**src/design/rfss_consts.vh**
```
// Constants for the RF sweep step sequencer
`ifndef RFSS_CONSTS_VH
`define RFSS_CONSTS_VH
// ------------------------------------------------------------
// Cycle modes and spacing
// ------------------------------------------------------------
`define RFSS_MODE_AUTO      2'h0
`define RFSS_MODE_MANUAL    2'h1
`define RFSS_MODE_STEP      2'h2
`define RFSS_SPACE_LIN      1'b0
`define RFSS_SPACE_LOG      1'b1
`define RFSS_PROF_SAW       1'b0
`define RFSS_PROF_UPDOWN    1'b1
// ------------------------------------------------------------
// Reset values and limits
// ------------------------------------------------------------
`define RFSS_MIN_POINTS     16'h0002
`define RFSS_DWELL_RST      20'h00064
`define RFSS_DWELL_MIN      20'h0000A
`define RFSS_DWELL_MAX      20'hF4240
`define RFSS_FLOG_RST       17'h003E8
`define RFSS_FLOG_MIN       17'h0000A
`define RFSS_FLOG_MAX       17'h186A0
`define RFSS_PLOG_RST       14'h0064
`define RFSS_PLOG_MIN       14'h0001
`define RFSS_PLOG_MAX       14'h364C
`define RFSS_LIN_MIN        48'h000000000001
// ------------------------------------------------------------
// Timing: dwell unit of 100 us in ns, clock period in ns
// ------------------------------------------------------------
`define RFSS_DWELL_UNIT_NS  100000
`define RFSS_CLK_NS         10
`define RFSS_DWELL_UNIT_CYC (`RFSS_DWELL_UNIT_NS / `RFSS_CLK_NS)
`endif

```
**src/design/rfss_tick.v**
```verilog
// Dwell tick generator: one pulse per dwell time
`timescale 1ns/1ps
`include "rfss_consts.vh"
module rfss_tick #(
    parameter UNIT_CYC = `RFSS_DWELL_UNIT_CYC
) (
    input  wire        ref_clk,
    input  wire        rst,
    input  wire        run,
    input  wire [19:0] dwell_units,
    output reg         tick_r
);
    reg [31:0] pre_r;
    reg [19:0] unit_r;
    wire       unit_done;
    // Prescaler makes 100 us units; a restart clears both stages
    assign unit_done = (pre_r == UNIT_CYC - 1);
    always @(posedge ref_clk or posedge rst) begin
        if (rst) begin
            pre_r  <= 32'h00000000;
            unit_r <= 20'h00000;
            tick_r <= 1'b0;
        end else if (!run) begin
            pre_r  <= 32'h00000000;
            unit_r <= 20'h00000;
            tick_r <= 1'b0;
        end else begin
            tick_r <= 1'b0;
            if (unit_done) begin
                pre_r <= 32'h00000000;
                if (unit_r + 20'h00001 >= dwell_units) begin
                    unit_r <= 20'h00000;
                    tick_r <= 1'b1;
                end else begin
                    unit_r <= unit_r + 20'h00001;
                end
            end else begin
                pre_r <= pre_r + 32'h00000001;
            end
        end
    end
endmodule

```
**src/design/rfss_step.v**
```verilog
// Next value arithmetic: linear add/subtract or fraction of current value
`timescale 1ns/1ps
module rfss_step #(
    parameter W    = 48,
    parameter FW   = 17,
    parameter FDEN = 100000
) (
    input  wire [W-1:0]  cur,
    input  wire          log_sel,
    input  wire          down,
    input  wire [W-1:0]  lin_step,
    input  wire [FW-1:0] frac,
    output wire [W-1:0]  nxt
);
    wire [W+FW-1:0] prod;
    wire [W+FW-1:0] quot;
    wire [W-1:0]    inc;
    // Fractional step recomputed from the present value every step
    assign prod = cur * frac;
    // Fraction never exceeds one, so the quotient fits W bits and the top is cut on purpose
    assign quot = prod / FDEN;
    assign inc  = log_sel ? quot[W-1:0] : lin_step;
    assign nxt  = down ? cur - inc : cur + inc;
endmodule

```
**src/design/rfss_seq.v**
```verilog
// RF sweep step sequencer: frequency and level sweep engines
`timescale 1ns/1ps
`include "rfss_consts.vh"
module rfss_seq #(
    parameter W        = 48,
    parameter UNIT_CYC = `RFSS_DWELL_UNIT_CYC
) (
    input  wire         ref_clk,
    input  wire         rst,
    // Frequency sweep configuration (0.001 Hz units)
    input  wire [W-1:0] f_start,
    input  wire [W-1:0] f_stop,
    input  wire [W-1:0] f_lin_step,
    input  wire         f_lin_step_wr,
    input  wire [16:0]  f_log_step,
    input  wire         f_log_step_wr,
    input  wire         f_spacing,
    input  wire         f_spacing_wr,
    input  wire [15:0]  f_points,
    input  wire         f_points_wr,
    input  wire [19:0]  f_dwell,
    input  wire         f_dwell_wr,
    input  wire [1:0]   f_mode,
    input  wire         f_mode_wr,
    input  wire         f_profile,
    input  wire         f_profile_wr,
    input  wire         f_retrace,
    input  wire         f_retrace_wr,
    input  wire [W-1:0] f_manual,
    input  wire         f_manual_wr,
    // Level sweep configuration (0.01 dB units)
    input  wire [W-1:0] p_start,
    input  wire [W-1:0] p_stop,
    input  wire [13:0]  p_log_step,
    input  wire         p_log_step_wr,
    input  wire [15:0]  p_points,
    input  wire         p_points_wr,
    // Commands and trigger
    input  wire         trig,
    input  wire         single_src,
    input  wire         execute,
    input  wire         sweep_reset,
    // Outputs
    output reg  [W-1:0] f_out_r,
    output reg  [W-1:0] p_out_r,
    output reg          f_running_r,
    output reg          p_running_r,
    output reg          p_spacing_r,
    output reg  [15:0]  f_points_lin_r,
    output reg  [15:0]  f_points_log_r,
    output reg  [15:0]  p_points_r,
    output reg  [W-1:0] f_lin_step_r,
    output reg  [16:0]  f_log_step_r,
    output reg  [13:0]  p_log_step_r,
    output reg  [19:0]  f_dwell_r,
    output reg  [1:0]   f_mode_r,
    output reg          f_spacing_r,
    output reg          f_profile_r,
    output reg          f_retrace_r
);
    // ------------------------------------------------------------
    // States (one-hot)
    // ------------------------------------------------------------
    localparam S_IDLE = 3'b001;
    localparam S_RUN  = 3'b010;
    localparam S_WAIT = 3'b100;

    // Engine state, point counters and step results
    reg  [2:0]   state_r;
    reg  [2:0]   state_nxt;
    reg          down_r;
    reg          p_down_r;
    reg  [15:0]  f_cnt_r;
    reg  [15:0]  p_cnt_r;
    wire [W-1:0] f_step_val;
    wire [W-1:0] p_step_val;
    wire         tick;
    wire         trig_ok;
    wire         exec_ok;
    wire         f_done;
    wire         p_done;
    wire [15:0]  f_pts;

    // Clamp a value into its legal range
    function [W-1:0] clampv;
        input [W-1:0] v;
        input [W-1:0] lo;
        input [W-1:0] hi;
        begin
            if (v < lo)
                clampv = lo;
            else if (v > hi)
                clampv = hi;
            else
                clampv = v;
        end
    endfunction

    // Point counts below the minimum are raised, never refused
    function [15:0] pts_floor;
        input [15:0] n;
        begin
            if (n < `RFSS_MIN_POINTS)
                pts_floor = `RFSS_MIN_POINTS;
            else
                pts_floor = n;
        end
    endfunction

    // True on the last point; one spare bit keeps the sum from wrapping
    function last_pt;
        input [15:0] cnt;
        input [15:0] pts;
        begin
            last_pt = ({1'b0, cnt} + 17'h00001 >= {1'b0, pts});
        end
    endfunction

    // ------------------------------------------------------------
    // Configuration registers
    // ------------------------------------------------------------
    // Out-of-range point, step and dwell writes are clamped, not refused; mode writes are stored as written, unchecked
    always @(posedge ref_clk or posedge rst) begin
        if (rst) begin
            f_points_lin_r <= `RFSS_MIN_POINTS;
            f_points_log_r <= `RFSS_MIN_POINTS;
            p_points_r     <= `RFSS_MIN_POINTS;
            f_lin_step_r   <= `RFSS_LIN_MIN;
            f_log_step_r   <= `RFSS_FLOG_RST;
            p_log_step_r   <= `RFSS_PLOG_RST;
            f_dwell_r      <= `RFSS_DWELL_RST;
            f_mode_r       <= `RFSS_MODE_AUTO;
            f_spacing_r    <= `RFSS_SPACE_LIN;
            f_profile_r    <= `RFSS_PROF_SAW;
            f_retrace_r    <= 1'b0;
            p_spacing_r    <= `RFSS_SPACE_LIN;
        end else begin
            p_spacing_r <= `RFSS_SPACE_LIN;
            if (p_points_wr)
                p_points_r <= pts_floor(p_points);
            if (f_points_wr && f_spacing_r == `RFSS_SPACE_LIN)
                f_points_lin_r <= pts_floor(f_points);
            if (f_points_wr && f_spacing_r == `RFSS_SPACE_LOG)
                f_points_log_r <= pts_floor(f_points);
            if (f_lin_step_wr)
                f_lin_step_r <= clampv(f_lin_step, `RFSS_LIN_MIN,
                                       (f_stop > f_start) ? f_stop - f_start
                                                          : `RFSS_LIN_MIN);
            if (f_log_step_wr)
                f_log_step_r <= (f_log_step < `RFSS_FLOG_MIN) ? `RFSS_FLOG_MIN :
                                (f_log_step > `RFSS_FLOG_MAX) ? `RFSS_FLOG_MAX :
                                f_log_step;
            if (p_log_step_wr)
                p_log_step_r <= (p_log_step < `RFSS_PLOG_MIN) ? `RFSS_PLOG_MIN :
                                (p_log_step > `RFSS_PLOG_MAX) ? `RFSS_PLOG_MAX :
                                p_log_step;
            if (f_dwell_wr)
                f_dwell_r <= (f_dwell < `RFSS_DWELL_MIN) ? `RFSS_DWELL_MIN :
                             (f_dwell > `RFSS_DWELL_MAX) ? `RFSS_DWELL_MAX :
                             f_dwell;
            if (f_mode_wr)
                f_mode_r <= f_mode;
            if (f_spacing_wr)
                f_spacing_r <= f_spacing;
            if (f_profile_wr)
                f_profile_r <= f_profile;
            if (f_retrace_wr)
                f_retrace_r <= f_retrace;
        end
    end

    // ------------------------------------------------------------
    // Step arithmetic and dwell timing
    // ------------------------------------------------------------
    rfss_step #(.W(W), .FW(17), .FDEN(100000)) u_fstep (
        .cur      (f_out_r),
        .log_sel  (f_spacing_r),
        .down     (down_r),
        .lin_step (f_lin_step_r),
        .frac     (f_log_step_r),
        .nxt      (f_step_val)
    );

    // Level grid is in 0.01 dB, so the dB step is a plain addition or subtraction
    rfss_step #(.W(W), .FW(17), .FDEN(100000)) u_pstep (
        .cur      (p_out_r),
        .log_sel  (1'b0),
        .down     (p_down_r),
        .lin_step ({{(W-14){1'b0}}, p_log_step_r}),
        .frac     (17'h00000),
        .nxt      (p_step_val)
    );

    // Dwell timer counts only while a sweep runs, so every run starts a fresh dwell
    rfss_tick #(.UNIT_CYC(UNIT_CYC)) u_tick (
        .ref_clk     (ref_clk),
        .rst         (rst),
        .run         (state_r == S_RUN),
        .dwell_units (f_dwell_r),
        .tick_r      (tick)
    );

    assign f_pts   = (f_spacing_r == `RFSS_SPACE_LOG) ? f_points_log_r : f_points_lin_r;
    assign trig_ok = trig && (f_mode_r != `RFSS_MODE_MANUAL);
    assign exec_ok = execute && (single_src || f_mode_r == `RFSS_MODE_MANUAL);
    // Last-point flags of both engines
    assign f_done  = last_pt(f_cnt_r, f_pts);
    assign p_done  = last_pt(p_cnt_r, p_points_r);

    // ------------------------------------------------------------
    // Sweep control state machine
    // ------------------------------------------------------------
    always @* begin
        state_nxt = state_r;
        case (state_r)
            S_IDLE: begin
                if (sweep_reset)
                    state_nxt = S_IDLE;
                else if ((trig_ok && f_mode_r == `RFSS_MODE_AUTO) || exec_ok)
                    state_nxt = S_RUN;
                else if (trig_ok && f_mode_r == `RFSS_MODE_STEP)
                    state_nxt = S_WAIT;
            end
            S_RUN: begin
                if (sweep_reset || (tick && f_done))
                    state_nxt = S_IDLE;
            end
            S_WAIT: state_nxt = S_IDLE;
            default: state_nxt = S_IDLE;
        endcase
    end

    // Sweep position, direction and running flags
    always @(posedge ref_clk or posedge rst) begin
        if (rst) begin
            state_r     <= S_IDLE;
            f_out_r     <= {W{1'b0}};
            p_out_r     <= {W{1'b0}};
            f_cnt_r     <= 16'h0000;
            p_cnt_r     <= 16'h0000;
            down_r      <= 1'b0;
            p_down_r    <= 1'b0;
            f_running_r <= 1'b0;
            p_running_r <= 1'b0;
        end else begin
            state_r     <= state_nxt;
            f_running_r <= (state_nxt == S_RUN);
            p_running_r <= (state_nxt == S_RUN);
            // Sweep reset wins over any trigger or manual write in the same cycle
            if (sweep_reset) begin
                f_out_r  <= f_start;
                p_out_r  <= p_start;
                f_cnt_r  <= 16'h0000;
                p_cnt_r  <= 16'h0000;
                down_r   <= 1'b0;
                p_down_r <= 1'b0;
            end else if (f_mode_r == `RFSS_MODE_MANUAL && f_manual_wr &&
                         state_r != S_RUN) begin
                // Manual writes are refused while a sweep runs
                f_out_r <= f_manual;
            end else if (state_r == S_IDLE && state_nxt == S_RUN) begin
                // A new sweep starts upward from the start values, except when a manual write lands in the same cycle
                f_out_r  <= f_start;
                p_out_r  <= p_start;
                f_cnt_r  <= 16'h0000;
                p_cnt_r  <= 16'h0000;
                down_r   <= 1'b0;
                p_down_r <= 1'b0;
            end else if (state_r == S_RUN && tick && f_done) begin
                // Retrace only makes sense for sawtooth waiting on a single trigger
                if (f_retrace_r && f_profile_r == `RFSS_PROF_SAW) begin
                    f_out_r <= f_start;
                    p_out_r <= p_start;
                end
                f_cnt_r <= 16'h0000;
                p_cnt_r <= 16'h0000;
            end else if ((state_r == S_RUN && tick) || state_nxt == S_WAIT) begin
                // End of range: updown reverses in place, sawtooth restarts
                if (f_done) begin
                    f_cnt_r <= 16'h0000;
                    if (f_profile_r == `RFSS_PROF_UPDOWN) begin
                        down_r <= ~down_r;
                    end else begin
                        f_out_r <= f_start;
                    end
                end else begin
                    f_cnt_r <= f_cnt_r + 16'h0001;
                    f_out_r <= f_step_val;
                end
                // Level engine takes the same step and profile decisions
                if (p_done) begin
                    p_cnt_r <= 16'h0000;
                    if (f_profile_r == `RFSS_PROF_UPDOWN)
                        p_down_r <= ~p_down_r;
                    else
                        p_out_r <= p_start;
                end else begin
                    p_cnt_r <= p_cnt_r + 16'h0001;
                    p_out_r <= p_step_val;
                end
            end
        end
    end
endmodule

```
**config.mk**
```make
export PLATFORM = sky130hd
export DESIGN_NAME = rfss_seq
export DESIGN_NICKNAME = d
export VERILOG_FILES = /design/src/design/rfss_tick.v /design/src/design/rfss_step.v /design/src/design/rfss_seq.v
export VERILOG_INCLUDE_DIRS = /design/src /design/src/design
export SDC_FILE = /design/constraint.sdc
export NUM_CORES = 2
export LEC_CHECK = 0
export BUFFER_PORTS_ARGS = -buffer_cell sky130_fd_sc_hd__buf_2
export CAP_MARGIN = 20
export CORE_MARGIN = 1
export CORE_UTILIZATION = 38
export DETAILED_ROUTE_END_ITERATION = 10
export SLEW_MARGIN = 15
export SYNTH_ARGS = -nofsm -noshare
export SYNTH_HDL_FRONTEND = slang
export SYNTH_SLANG_ARGS = --single-unit
```
**constraint.sdc**
```tcl
create_clock -name ref_clk -period 56.3 [get_ports ref_clk]
set_input_delay 5.63 -clock ref_clk [delete_from_list [all_inputs] [get_ports ref_clk]]
set_output_delay 5.63 -clock ref_clk [all_outputs]
set_load 0.02 [all_outputs]
```
==> reports/qor.yml <==
cts-buffers-inserted: 46
grt_pass1_vias: 96900
failed_checks: "setup timing"
grt_use_total_pct: 29.1
grt_pass1_wl_um: 556000
finalCritPeriodShare_pct: 101
die-height_um: 490
slew_viol_final: 0
fin_crit_ps: 56920
synth_ff_type: "dfrtp_1"
utilization_pct: 53.2
fill_cells: 22300
synth_warnings: 0
slowest_delay_ps: 580
drc: 0
synth_edf_count: 0
clk_latency_ps: 730
worstPathMaxFanout: 7
ant_nets: 0
coreArea_um2: 236000
yosysTopAreaCell: "fa_1"
die_area_um2: 241000
vias: 99000
outcome: "finished with violations"
cts_tree: "built"
critPathCaptureType: "flop"
wl_um: 364000
setup_ws_ps: -625
drt_iter0_markers: 7410
hpwl_um: 301000
worst_pin_slew_ps: 1100
crit_family: "compound AO/OA/AOI/OAI gates"
cts_buffer_depth: 3
cts_num_sinks: 339
area_delta_synth_final_pct: 38.7
stdcell_count: 17900
synth_area_leaders: "fa_1, dfrtp_1, nand2_1"
cts-hold-fix-buffers: 0
max_freq_mhz: 17.6
dr.pass1.iters: 8
place.gp.congestion: 1.05
hold_viol: 0
cts-root-buf: "clkbuf_16"
fin_worst_skew_ps: 114
start_kind: "flop"
cp_num_buf_inv: 59
synth-seq-cells: 339
syn-instance-count: 11400
holdWs_ps: 482
path_class: "flop to flop"
start_util_pct: 38.4
path_clk_slew_ps: 70
fin_nets: 16200
cp_data_required_time_ps: 56780
r2r_slack_ps: -620
slew_headroom_pct: 26.0
grt_max_degree: 124
seq_area_frac_synth_pct: 9.38
rsz0062_at_grt: "true"
dp_cells: 17600
boundaryPins: 644
arrival_ps: 57400
rows: 178
syn_nets: 12800
synth_top_area_share_pct: 15.3
antenna_found_initial: 33
h-tree-depth: 2
cpMostUsedCell: "buf_4"
slowest_stage: "dfstp_2"
dieWidth_um: 490
syn_area_um2: 90700
grt_overflow_total: 0
avgSynthCellArea_um2: 7.98
hold_path.class: "flop to flop"
synth_cell_types: 234
ys_async_sr_fraction_pct: 100
cap_viol_max_count: 0
setup_viol: 5
drive_above_1_share_pct: 38.1
drt-vias-per-instance: 5.52
wl_per_cell_um: 20.3
io_buffers: 594
==> kinds of logic after synthesis <==
| family | after synthesis | synth area share (%) |
|---|---|---|
| AOI/OAI and AO/OA | 3255 | 26.9 |
| buffers and inverters | 1724 | 9.60 |
| and+or+nand+nor | 3926 | 22.3 |
| xor gates and xnor gates | 732 | 7.54 |
| adders and majority gates | 1101 | 20.9 |
| muxes | 281 | 3.46 |
| other | 1 | 0.00414 |
| DFF | 339 | 9.38 |
==> routing by layer <==
metal | GRT usage, % | part of all wire (%)
met4 | 16.4 | 6.6
met3 | 5.13 | 7.2
met1 | 36.4 | 41
met2 | 47.1 | 45
met5 | 0 | 0.040
==> path summary, 6_finish.rpt <==
kind	cells past startpoint	start	end
min in group asynchronous	2	rst	p_out_r[6]
max in group asynchronous	5	rst	f_log_step_r[10]
hold reg to reg	1	u_tick.pre_r[0]	u_tick.pre_r[0]
setup reg to reg	271	f_log_step_r[7]	f_out_r[47]
setup / recovery	271	f_log_step_r[7]	f_out_r[47]
hold / removal	1	u_tick.pre_r[0]	u_tick.pre_r[0]
==> per-stage QoR <==
stage | area, um2 | setup WS [ps] | TNS [ps]
after floorplan | 90700 | 4.17 | 0
after global routing | 126000 | -2890 | -28970
final | 126000 | -625 | -1590
after detailed placement | 118000 | -3630 | -31190
after global placement | 118000 | -3390 | -26660
after CTS | 122000 | -339 | -339
==> sequential cells by signal, summed over array words and instances (netlist names), 17 cells and up <==
| name | count |
|---|---|
| f_lin_step_r | 48 |
| f_dwell_r | 20 |
| f_log_step_r | 17 |
| f_out_r | 48 |
| u_tick.pre_r | 32 |
| p_out_r | 48 |
| u_tick.unit_r | 20 |
==> synth_stat cells (36+ instances only) <==
master,number
xnor2_1,463
nand2b_1,61
nand4_1,136
buf_6,127
and2_1,303
xor2_1,228
a21oi_1,696
mux2i_1,155
o21bai_1,61
dfrtp_1,322
or2_2,42
or3_1,55
o21ai_2,44
and3_1,80
o31ai_1,53
o21ai_0,528
nor2b_1,48
inv_1,1095
o221ai_1,36
nand2_1,1303
a21oi_2,56
nor2_1,786
o21a_1,56
buf_2,48
o2111ai_1,41
mux2_2,75
nand3_1,262
ha_1,389
o211ai_1,110
clkbuf_1,284
o21ai_1,85
a211oi_1,90
clkbuf_8,49
fa_1,692
a21o_1,154
o22ai_1,153
a31oi_1,121
nor3_1,221
nor4_1,101
o22a_1,48
==> repair_timing <==
action / 4_1_cts / 5_1_grt
setup buffers: 120 / 117
gates resized for setup: 360 / 461
cloned: 2 / 5
pin swaps: 183 / 281
setup endpoints to repair: 21 / 29
==> layout make-up <==
| type | instances | area (um2) | area share (%) |
|---|---|---|---|
| timing repair buffer | 3941 | 29700 | 23.6 |
| antenna | 11 | 27.5 | 0.0219 |
| multi-input combinational | 9296 | 77700 | 61.8 |
| clock buffer | 61 | 1330 | 1.06 |
| tap | 3150 | 3940 | 3.13 |
| clock inverter | 25 | 327 | 0.260 |
| inverter | 1106 | 4220 | 3.36 |
| sequential | 339 | 8520 | 6.77 |
==> worst register-to-register path, delay by kind of cell (launching register included) <==
family	cells	cell delay (ps)
AO/OA/AOI/OAI	131	26910
XOR/XNOR	8	1200
adder cells (fa/ha/maj)	9	3930
buffers and inverters	59	8360
flip-flops	1	580
multiplexers	8	2070
AND/OR/NAND/NOR	56	13770
==> layout by cell type (no fill, tap or decap), drive strengths merged, types with 48 or more instances in the layout <==
master,netlist,final
nand4,144,144
xor2,234,234
clkbuf,345,65
nor4,116,116
o21bai,68,68
o21a,75,75
and2,349,349
or3,71,71
o31ai,71,71
mux2i,176,176
nor2b,53,53
mux2,103,103
nand2b,65,65
nand3,281,281
a2111oi,60,60
and3,119,119
a21oi,767,767
o2111ai,48,48
a21o,194,194
a211oi,120,120
dfrtp,322,322
nand2,1338,1338
ha,389,389
inv,1098,1102
o22ai,160,160
nor2,842,842
o21ai,662,662
or2,82,82
fa,692,692
o211ai,126,126
o22a,53,53
xnor2,496,496
buf,261,3936
a211o,49,49
nor3,261,261
a31oi,142,142
Power is not shown: default switching activity piles up to over one toggle a cycle in this logic, so the estimate is an artifact.
